[src/rtl/touch_seq_pkg.sv]
/*
 * Constants shared by the touch screen conversion sequencer: register offsets,
 * field positions, reset values, mode codes, channel numbers and timing counts.
 * Assumes a 100 MHz conversion clock, so one clock period is one conversion clock.
 */
package touch_seq_pkg;

    localparam int ADDR_W = 4;
    localparam int DATA_W = 16;

    // Register offsets.
    localparam logic [3:0] OFS_CONVERSION_CONTROL = 4'h1;
    localparam logic [3:0] OFS_SEQUENCE_AND_ALERT_CONFIG = 4'h3;
    localparam logic [3:0] OFS_SPARE_BATTERY_UPPER_BOUND = 4'h4;
    localparam logic [3:0] OFS_SPARE_BATTERY_LOWER_BOUND = 4'h5;
    localparam logic [3:0] OFS_THERMAL_UPPER_BOUND = 4'h6;
    localparam logic [3:0] OFS_THERMAL_LOWER_BOUND = 4'h7;
    localparam logic [3:0] OFS_RESULT_FIRST = 4'h8;
    localparam logic [3:0] OFS_RESULT_LAST = 4'hd;
    localparam logic [3:0] OFS_PART_IDENTITY = 4'he;

    localparam logic [15:0] REG_RESET = 16'h0000;

    // Conversion control fields.
    localparam int TOUCH_DISABLE_BIT = 15;
    localparam int CHAN_HI = 14;
    localparam int CHAN_LO = 12;
    localparam int MODE_HI = 11;
    localparam int MODE_LO = 10;
    localparam int SAMPLE_WINDOW_HI = 9;
    localparam int SAMPLE_WINDOW_LO = 8;
    localparam int REPEAT_INTERVAL_HI = 7;
    localparam int REPEAT_INTERVAL_LO = 0;

    // Sequence and alert configuration fields.
    localparam int THERMAL_MASK_BIT = 15;
    localparam int SPARE_BATTERY_MASK_BIT = 14;
    localparam int LIMIT_ALERT_MODE_BIT = 13;
    localparam int GPIO_ALERT_MASK_BIT = 12;
    localparam int SPARE_BATTERY_LOW_BIT = 11;
    localparam int SPARE_BATTERY_HIGH_BIT = 10;
    localparam int THERMAL_LOW_BIT = 9;
    localparam int THERMAL_HIGH_BIT = 8;
    localparam int SELECT_HI = 7;
    localparam int SELECT_LO = 1;

    // Mode codes.
    localparam logic [1:0] MODE_IDLE = 2'h0;
    localparam logic [1:0] MODE_SINGLE = 2'h1;
    localparam logic [1:0] MODE_HOST_SEQUENCE = 2'h2;
    localparam logic [1:0] MODE_SELF_RUNNING = 2'h3;

    // Channels in sequence order; channel n is selected by configuration bit 7-n.
    localparam int NUM_CHANNELS = 7;
    localparam int NUM_RESULTS = 6;
    localparam logic [2:0] CH_SPARE = 3'h4;
    localparam logic [2:0] CH_BATTERY = 3'h5;
    localparam logic [2:0] CH_THERMAL = 3'h6;
    localparam logic [2:0] CHAN_ADDR_TOP = 3'h7;
    localparam logic [2:0] CHAN_ADDR_INVALID = 3'h0;

    // Timing.
    localparam int CLOCK_MHZ = 100;
    localparam int TIMER_BASE_US = 550;
    localparam int TIMER_STEP_US = 35;
    localparam int TIMER_BASE_CYCLES = TIMER_BASE_US * CLOCK_MHZ;
    localparam int TIMER_STEP_CYCLES = TIMER_STEP_US * CLOCK_MHZ;
    localparam int SAMPLE_BASE_PERIODS = 4;
    localparam int COUNT_W = 20;

    typedef enum logic [5:0] {
        ST_IDLE = 6'b000001,
        ST_WAIT_TOUCH = 6'b000010,
        ST_NEXT = 6'b000100,
        ST_SAMPLE = 6'b001000,
        ST_CONVERT = 6'b010000,
        ST_INTERVAL = 6'b100000
    } seq_state_type;

endpackage : touch_seq_pkg

[src/rtl/touch_adc_sequence_control.sv]
/*
 * Conversion sequencer and register file of a resistive touch screen ADC.
 * Assumes a synchronous parallel register port in front of it (the serial
 * interface lives elsewhere) and an analog front end that converts one channel
 * per start pulse and answers with a done pulse and the result word.
 */
`timescale 1ns/100ps

module touch_adc_sequence_control
    import touch_seq_pkg::*;
#(
    parameter int TIMER_BASE = TIMER_BASE_CYCLES,
    parameter int TIMER_STEP = TIMER_STEP_CYCLES,
    parameter logic [3:0] REVISION = 4'h1, // Arbitrary.
    parameter logic [7:0] DEVICE_CODE = 8'h5a // Arbitrary.
) (
    // Clock and reset.
    input wire logic clock_i,
    input wire logic rst_i,
    // Register port.
    input wire logic [ADDR_W-1:0] reg_addr_i,
    input wire logic reg_wr_i,
    input wire logic reg_rd_i,
    input wire logic [DATA_W-1:0] reg_wdata_i,
    output logic [DATA_W-1:0] reg_rdata_o,
    // Panel and pin status.
    input wire logic touch_i,
    input wire logic gpio_enable_i,
    input wire logic gpio_alert_i,
    // Analog front end.
    output logic sample_o,
    output logic conv_start_o,
    output logic [2:0] conv_channel_o,
    input wire logic conv_done_i,
    input wire logic [DATA_W-1:0] conv_data_i,
    // Shared touch_detect_output / alert pin, active low.
    output logic alert_n_o
);

    // Channel number from the three-bit address: 111 is channel 0, 001 channel 6.
    function automatic logic [2:0] chan_from_addr(input logic [2:0] addr);
        chan_from_addr = CHAN_ADDR_TOP - addr;
    endfunction : chan_from_addr

    // Spare and battery share one result slot.
    function automatic logic [2:0] result_slot(input logic [2:0] ch);
        if (ch == CH_BATTERY || ch == CH_THERMAL) begin
            result_slot = ch - 3'h1;
        end else begin
            result_slot = ch;
        end
    endfunction : result_slot

    // Lowest pending channel number.
    function automatic logic [2:0] first_pending(input logic [NUM_CHANNELS-1:0] p);
        first_pending = 3'h0;
        for (int i = NUM_CHANNELS - 1; i >= 0; i--) begin
            if (p[i]) begin
                first_pending = i[2:0];
            end
        end
    endfunction : first_pending

    logic [15:0] conversion_control;
    logic [7:0] alert_config;
    logic [6:0] channel_select;
    logic [3:0] limit_flags;
    logic [15:0] spare_battery_upper_bound;
    logic [15:0] spare_battery_lower_bound;
    logic [15:0] thermal_upper_bound;
    logic [15:0] thermal_lower_bound;
    logic [15:0] result [NUM_RESULTS];
    logic new_result;
    logic mode_clear;
    logic need_release;
    seq_state_type state;
    logic [NUM_CHANNELS-1:0] pending;
    logic [COUNT_W-1:0] count;

    logic ctrl1_write;
    logic ctrl3_write;
    logic result_read;
    logic [1:0] mode;
    logic [7:0] interval_code;
    logic [NUM_CHANNELS-1:0] effective_select;
    logic [NUM_CHANNELS-1:0] launch_set;
    logic [COUNT_W-1:0] sample_load;
    logic [COUNT_W-1:0] interval_load;
    logic [31:0] interval_wide;
    logic store;
    logic [3:0] next_flags_set;
    logic limit_alert;

    assign ctrl1_write = reg_wr_i && reg_addr_i == OFS_CONVERSION_CONTROL;
    assign ctrl3_write = reg_wr_i && reg_addr_i == OFS_SEQUENCE_AND_ALERT_CONFIG;
    assign result_read = reg_rd_i && reg_addr_i >= OFS_RESULT_FIRST
        && reg_addr_i <= OFS_RESULT_LAST;
    assign mode = conversion_control[MODE_HI:MODE_LO];
    assign interval_code = conversion_control[REPEAT_INTERVAL_HI:REPEAT_INTERVAL_LO];
    assign store = state == ST_CONVERT && conv_done_i;

    // Configuration bit 7-n selects channel n; the pin function hides the spare
    // and battery inputs, and battery wins when both are asked for.
    always_comb begin
        for (int n = 0; n < NUM_CHANNELS; n++) begin
            effective_select[n] = channel_select[NUM_CHANNELS - 1 - n];
        end
        if (gpio_enable_i) begin
            effective_select[CH_SPARE] = 1'b0;
            effective_select[CH_BATTERY] = 1'b0;
        end else if (effective_select[CH_BATTERY]) begin
            effective_select[CH_SPARE] = 1'b0;
        end
    end

    // Single mode converts the addressed channel; the invalid address gives none.
    always_comb begin
        launch_set = effective_select;
        if (mode == MODE_SINGLE) begin
            launch_set = '0;
            if (conversion_control[CHAN_HI:CHAN_LO] != CHAN_ADDR_INVALID) begin
                launch_set[chan_from_addr(conversion_control[CHAN_HI:CHAN_LO])] = 1'b1;
            end
        end
    end

    assign sample_load = COUNT_W'((SAMPLE_BASE_PERIODS
        << conversion_control[SAMPLE_WINDOW_HI:SAMPLE_WINDOW_LO]) - 1);
    assign interval_wide = 32'(TIMER_BASE) + 32'(TIMER_STEP) * (32'(interval_code) - 32'h1);
    assign interval_load = COUNT_W'(interval_wide - 32'h1);

    // Conversion control: host writes win over the hardware return to idle.
    always_ff @(posedge clock_i or posedge rst_i) begin
        if (rst_i) begin
            conversion_control <= REG_RESET;
        end else if (ctrl1_write) begin
            conversion_control <= reg_wdata_i;
        end else if (mode_clear) begin
            conversion_control[MODE_HI:MODE_LO] <= MODE_IDLE;
        end
    end

    // Writable configuration and limit registers.
    always_ff @(posedge clock_i or posedge rst_i) begin
        if (rst_i) begin
            alert_config <= 8'h00;
            channel_select <= 7'h00;
            spare_battery_upper_bound <= REG_RESET;
            spare_battery_lower_bound <= REG_RESET;
            thermal_upper_bound <= REG_RESET;
            thermal_lower_bound <= REG_RESET;
        end else if (reg_wr_i) begin
            unique case (reg_addr_i)
                OFS_SEQUENCE_AND_ALERT_CONFIG: begin
                    alert_config <= reg_wdata_i[15:8];
                    channel_select <= reg_wdata_i[SELECT_HI:SELECT_LO];
                end
                OFS_SPARE_BATTERY_UPPER_BOUND: spare_battery_upper_bound <= reg_wdata_i;
                OFS_SPARE_BATTERY_LOWER_BOUND: spare_battery_lower_bound <= reg_wdata_i;
                OFS_THERMAL_UPPER_BOUND: thermal_upper_bound <= reg_wdata_i;
                OFS_THERMAL_LOWER_BOUND: thermal_lower_bound <= reg_wdata_i;
                default: begin
                end
            endcase
        end
    end

    // Limit comparison of each finished spare, battery or thermal conversion.
    always_comb begin
        next_flags_set = 4'h0;
        if (store && (conv_channel_o == CH_SPARE || conv_channel_o == CH_BATTERY)) begin
            next_flags_set[3] = conv_data_i < spare_battery_lower_bound;
            next_flags_set[2] = conv_data_i > spare_battery_upper_bound;
        end
        if (store && conv_channel_o == CH_THERMAL) begin
            next_flags_set[1] = conv_data_i < thermal_lower_bound;
            next_flags_set[0] = conv_data_i > thermal_upper_bound;
        end
    end

    // The flags stay set until software writes a one to them; a new hit in the
    // same cycle survives the clear so no out-of-limit event is lost.
    always_ff @(posedge clock_i or posedge rst_i) begin
        if (rst_i) begin
            limit_flags <= 4'h0;
        end else begin
            limit_flags <= (limit_flags & ~(ctrl3_write
                ? reg_wdata_i[SPARE_BATTERY_LOW_BIT:THERMAL_HIGH_BIT] : 4'h0))
                | next_flags_set;
        end
    end

    // Result registers, read-only to the host.
    always_ff @(posedge clock_i or posedge rst_i) begin
        if (rst_i) begin
            for (int i = 0; i < NUM_RESULTS; i++) begin
                result[i] <= REG_RESET;
            end
        end else if (store) begin
            result[result_slot(conv_channel_o)] <= conv_data_i;
        end
    end

    // Sequencer. Any write of the conversion control register restarts it, which
    // is why the host must program everything else first.
    always_ff @(posedge clock_i or posedge rst_i) begin
        if (rst_i) begin
            state <= ST_IDLE;
            pending <= '0;
            count <= '0;
            need_release <= 1'b0;
            mode_clear <= 1'b0;
            sample_o <= 1'b0;
            conv_start_o <= 1'b0;
            conv_channel_o <= 3'h0;
        end else begin
            mode_clear <= 1'b0;
            conv_start_o <= 1'b0;
            if (ctrl1_write) begin
                sample_o <= 1'b0;
                need_release <= 1'b0;
                pending <= '0;
                unique case (reg_wdata_i[MODE_HI:MODE_LO])
                    MODE_SINGLE, MODE_HOST_SEQUENCE: state <= ST_NEXT;
                    MODE_SELF_RUNNING: state <= ST_WAIT_TOUCH;
                    default: state <= ST_IDLE;
                endcase
                if (reg_wdata_i[MODE_HI:MODE_LO] != MODE_SELF_RUNNING) begin
                    pending <= '1;
                end
            end else begin
                unique case (state)
                    ST_IDLE: begin
                    end
                    ST_WAIT_TOUCH: begin
                        if (!touch_i) begin
                            need_release <= 1'b0;
                        end else if (!need_release) begin
                            pending <= '1;
                            state <= ST_NEXT;
                        end
                    end
                    ST_NEXT: begin
                        if ((pending & launch_set) != '0) begin
                            conv_channel_o <= first_pending(pending & launch_set);
                            pending <= pending & launch_set
                                & ~(7'h01 << first_pending(pending & launch_set));
                            count <= sample_load;
                            sample_o <= 1'b1;
                            state <= ST_SAMPLE;
                        end else if (interval_code == 8'h00) begin
                            if (mode == MODE_SELF_RUNNING) begin
                                need_release <= 1'b1;
                                state <= ST_WAIT_TOUCH;
                            end else begin
                                mode_clear <= 1'b1;
                                state <= ST_IDLE;
                            end
                        end else if (mode == MODE_SELF_RUNNING && !touch_i) begin
                            state <= ST_WAIT_TOUCH;
                        end else begin
                            count <= interval_load;
                            state <= ST_INTERVAL;
                        end
                    end
                    ST_SAMPLE: begin
                        if (count == '0) begin
                            sample_o <= 1'b0;
                            conv_start_o <= 1'b1;
                            state <= ST_CONVERT;
                        end else begin
                            count <= count - COUNT_W'(1);
                        end
                    end
                    ST_CONVERT: begin
                        if (conv_done_i) begin
                            state <= ST_NEXT;
                        end
                    end
                    ST_INTERVAL: begin
                        if (mode == MODE_SELF_RUNNING && !touch_i) begin
                            state <= ST_WAIT_TOUCH;
                        end else if (count == '0) begin
                            pending <= '1;
                            state <= ST_NEXT;
                        end else begin
                            count <= count - COUNT_W'(1);
                        end
                    end
                endcase
            end
        end
    end

    // New data is flagged at the end of each pass and cleared by reading any
    // result register; a pass ending on that very cycle keeps the flag set.
    always_ff @(posedge clock_i or posedge rst_i) begin
        if (rst_i) begin
            new_result <= 1'b0;
        end else if (state == ST_NEXT && (pending & launch_set) == '0 && !ctrl1_write) begin
            new_result <= 1'b1;
        end else if (result_read) begin
            new_result <= 1'b0;
        end
    end

    // The alert mode bit overrides the masks: in new-result mode they are ignored.
    assign limit_alert =
        (|limit_flags[1:0] && !alert_config[THERMAL_MASK_BIT - 8])
        || (|limit_flags[3:2] && !alert_config[SPARE_BATTERY_MASK_BIT - 8])
        || (gpio_alert_i && !alert_config[GPIO_ALERT_MASK_BIT - 8]);

    always_ff @(posedge clock_i or posedge rst_i) begin
        if (rst_i) begin
            alert_n_o <= 1'b1;
        end else if (!conversion_control[TOUCH_DISABLE_BIT]) begin
            alert_n_o <= !touch_i;
        end else if (alert_config[LIMIT_ALERT_MODE_BIT - 8]) begin
            alert_n_o <= !limit_alert;
        end else begin
            alert_n_o <= !new_result;
        end
    end

    // Read data is registered one cycle after the read strobe.
    always_ff @(posedge clock_i or posedge rst_i) begin
        if (rst_i) begin
            reg_rdata_o <= REG_RESET;
        end else if (reg_rd_i) begin
            unique case (reg_addr_i)
                OFS_CONVERSION_CONTROL: reg_rdata_o <= conversion_control;
                OFS_SEQUENCE_AND_ALERT_CONFIG: begin
                    reg_rdata_o <= {alert_config[7:4], limit_flags, channel_select, 1'b0};
                end
                OFS_SPARE_BATTERY_UPPER_BOUND: reg_rdata_o <= spare_battery_upper_bound;
                OFS_SPARE_BATTERY_LOWER_BOUND: reg_rdata_o <= spare_battery_lower_bound;
                OFS_THERMAL_UPPER_BOUND: reg_rdata_o <= thermal_upper_bound;
                OFS_THERMAL_LOWER_BOUND: reg_rdata_o <= thermal_lower_bound;
                OFS_PART_IDENTITY: reg_rdata_o <= {4'h0, REVISION, DEVICE_CODE};
                default: begin
                    if (result_read) begin
                        reg_rdata_o <= result[3'(reg_addr_i - OFS_RESULT_FIRST)];
                    end else begin
                        reg_rdata_o <= REG_RESET;
                    end
                end
            endcase
        end
    end

endmodule : touch_adc_sequence_control

[config.mk]
export PLATFORM = sky130hd
export DESIGN_NAME = touch_adc_sequence_control
export DESIGN_NICKNAME = d
export VERILOG_FILES = /design/src/rtl/touch_seq_pkg.sv /design/src/rtl/touch_adc_sequence_control.sv
export SDC_FILE = /design/constraint.sdc
export NUM_CORES = 1
export LEC_CHECK = 0
export BUFFER_PORTS_ARGS = -buffer_cell sky130_fd_sc_hd__buf_2
export CAP_MARGIN = 40
export CORE_MARGIN = 8
export CORE_UTILIZATION = 55
export DETAILED_ROUTE_END_ITERATION = 10
export PLACE_DENSITY = 0.79
export SLEW_MARGIN = 20
export SYNTH_ARGS = -nofsm -noshare
export SYNTH_HDL_FRONTEND = slang
export SYNTH_SLANG_ARGS = --single-unit
[constraint.sdc]
create_clock -name clock_i -period 14.82 [get_ports clock_i]
set_input_delay 0.741 -clock clock_i [delete_from_list [all_inputs] [get_ports clock_i]]
set_output_delay 0.741 -clock clock_i [all_outputs]
set_load 0.005 [all_outputs]
==> summary.md <==
| Metric | Value |
|---|---|
| Fin Setup TNS | 0 ns |
| Required @ worst endpoint | 15.23 ns |
| Most frequent cells in the layout | dfrtp_1, inv_1, mux2_2, nand2_1, ha_1 |
| CTS buffer count | 27 |
| TritonCTS clock tree | built |
| Critical path fanouts, max | 10 |
| Met2 Track Usage GR | 38.01% |
| DRT Pass-1 Iters | 5 |
| First-pass GRT wire length | 68720 um |
| Clk slew on worst S/H paths | 0.06 ns |
| Post-CTS Setup Repair Bufs | 0 |
| Layout cell share with drive strength beyond 1 | 19.35% |
| Synthesis-to-layout area growth | 10.64% |
| Synthesized net count | 1811 |
| PostCTS Resize Cnt | 0 |
| GR Layer Usage met3 | 3.840% |
| Syn Area/Cell | 10.00 um^2 |
| Die W | 187.2 um |
| IO Count | 66 |
| Post-CTS Hold Buffers | 0 |
| Fin crit period | 6.796 ns |
| Largest net degree at the start of global routing | 124 |
| Vias in the first global route | 13090 |
| Most common cell after layout, fill and taps aside | dfrtp_1 |
| Yosys reg bits | 249 |
| DR vias | 12720 |
| Root Driver | clkbuf_16 |
| Worst-skew pair later-pin latency | 0.53 ns |
| Initial antenna violation count | 5 |
| Type of origin of the critical path | flip-flop |
| Hold Crit Class | input pin to asynchronous set/reset pin |
| DRC | 0 |
| Post-synthesis adder-cell area fraction | 13.66% |
| WP data arrival | 7.21 ns |
| Die Y | 187.2 um |
| Synth Cell Area | 0.01613 mm^2 |
| Hpwl dp | 30400 um |
| Outcome | completed |
| Clk sinks | 249 |
| RSZ-0062 raised after global routing | false |
| Clk buf depth | 3 |
| Final hold vios | 0 |
| H-tree Lvls | 1 |
| Cell row count | 62 |
| Post-Synth XOR/XNOR Area | 1.955% |
| Simple-gate share of the synthesized area | 11.22% |
| Die area | 0.03506 mm^2 |
| MaxCap Viol Count | 0 |
| PortBufs | 65 |
| Max-slew violations | 0 |
| Final ANT Viol Nets | 0 |
| Reg-to-reg slack, setup | 8.02 ns |
| Seq/Total Area, Yosys | 38.65% |
| Most crowded layer after global routing | met2 |
| DRT Wirelength | 41880 um |
| Core box area | 0.02878 mm^2 |
| Slew HR | 47.10% |
| M1 GR Usage | 31.41% |
| GPL Wtd Cong | 0.9653 |
| FILL cells | 2326 |
| YS warnings | 0 |
| Post-synth EDFFs | 0 |
| Initial core utilization | 56.03% |
| Main combinational cell family by area after synthesis | multiplexers |
| Slew @ Worst Pin | 0.7935 ns |
| DR WL/cell | 20.16 um |
| Synth Flop Type | dfrtp_1 |
| Mux contribution to synthesized area | 14.56% |
| Grt total ovfl | 0 |
| Initial DRC count | 1134 |
| Period utilisation layout | 45.86% |
| Setup violators final | 0 |
| Crit. End Element | flip-flop |
| Synth cell types | 84 |
| WHS | 0.1899 ns |
| Worst Skew | 0.01805 ns |
| Fin nets | 1870 |
| Fmax | 0.1472 GHz |
| Post-Syn Instances | 1612 |
| Setup CP Type | flip-flop to flip-flop |
| Vias per cell | 6.123 |
| Total GRT Usage | 23.67% |
| Ys async rst share | 100.0% |
| Compound-cell area share of the yosys netlist | 14.26% |
==> layout make-up <==
class	count	area (um^2)	share of cell area [%]
tap	384	480.5	2.693
sequential	249	6233	34.94
timing repair buffer	90	618.1	3.464
antenna	3	7.507	0.04208
clock buffer	43	815.8	4.572
inverter	177	671.9	3.766
clock inverter	5	25.02	0.1403
multi-input combinational	1126	8990	50.39
==> cells by family (layout without fill, tap and decap cells) <==
logic type / Yosys count / count (layout)
simple gates: 381 / 381
fa+ha+maj: 155 / 155
compound gates: 359 / 359
xor+xnor: 36 / 36
flops: 249 / 249
other cells: 0 / 3
mux: 195 / 195
buf+inv: 237 / 315
==> per-layer routing <==
layer  up-vias  routed length (um)
met1      6291               17820
met3       114                2796
met5         -                  28
li1       5832                   -
met4         4                1648
met2       476               19590
==> synth_stat cells, drive strengths merged, types with 25 or more instances <==
cell type / instances / area (um^2)
mux2: 157 / 1768
o21ai: 89 / 445.4
inv: 177 / 664.4
fa: 35 / 700.7
nor3: 25 / 130.1
dfrtp: 247 / 6181
a21oi: 96 / 484.2
a22oi: 40 / 300.3
clkbuf: 40 / 151.4
nand2: 143 / 536.8
nor2: 84 / 315.3
ha: 120 / 1501
nand3: 34 / 180.2
==> stage by stage <==
stage | cell area (um^2) | setup WS (ns) | std cells | utilization (%)
global placement | 16780 | 8.296 | 2012 | 58.32
finish | 17840 | 8.024 | 2077 | 61.99
detailed placement | 16920 | 8.069 | 2021 | 58.79
CTS | 17760 | 8.040 | 2069 | 61.71
floorplan | 16130 | 7.239 | 1612 | -
global route | 17840 | 7.496 | 2077 | 61.99
==> critical path, cell delays in order (launching register included) <==
cell,delay [ns]
dfrtp_1,0.45
inv_1,0.22
ha_1,0.31
nand2_1,0.53
inv_2,0.25
nand2_1,0.22
nand2_1,0.12
fa_1,0.55
inv_1,0.05
fa_1,0.53
fa_1,0.56
inv_1,0.05
fa_1,0.49
inv_1,0.04
ha_1,0.39
inv_1,0.12
and3_1,0.19
a2111oi_0,0.40
o311ai_1,0.25
or2_2,0.36
a21oi_1,0.19
nand3b_1,0.15
xor2_1,0.15
a31oi_1,0.09
==> registers in the layout, indices dropped and copies added, names as in the netlist, 4 cells and up <==
register                   cells
thermal_lower_bound           16
limit_flags                    4
conversion_control            16
spare_battery_upper_bound     16
channel_select                 7
result                        96
count                         20
state                          6
thermal_upper_bound           16
reg_rdata_o                   16
pending                        7
spare_battery_lower_bound     16
alert_config                   4
==> path summary, 6_finish.rpt <==
| check | from | to | cells after the start |
|---|---|---|---|
| min in group clock_i | touch_i | alert_n_o | 2 |
| min reg2reg | result[48] | result[48] | 2 |
| max | conversion_control[0] | count[18] | 23 |
| max in group asynchronous | rst_i | conversion_control[14] | 4 |
| min | rst_i | result[61] | 2 |
| max reg2reg | conversion_control[0] | count[18] | 23 |
Power is left out: the tool's default activity adds up to more than one toggle a clock period on the data nets, which glitch-free logic cannot reach.
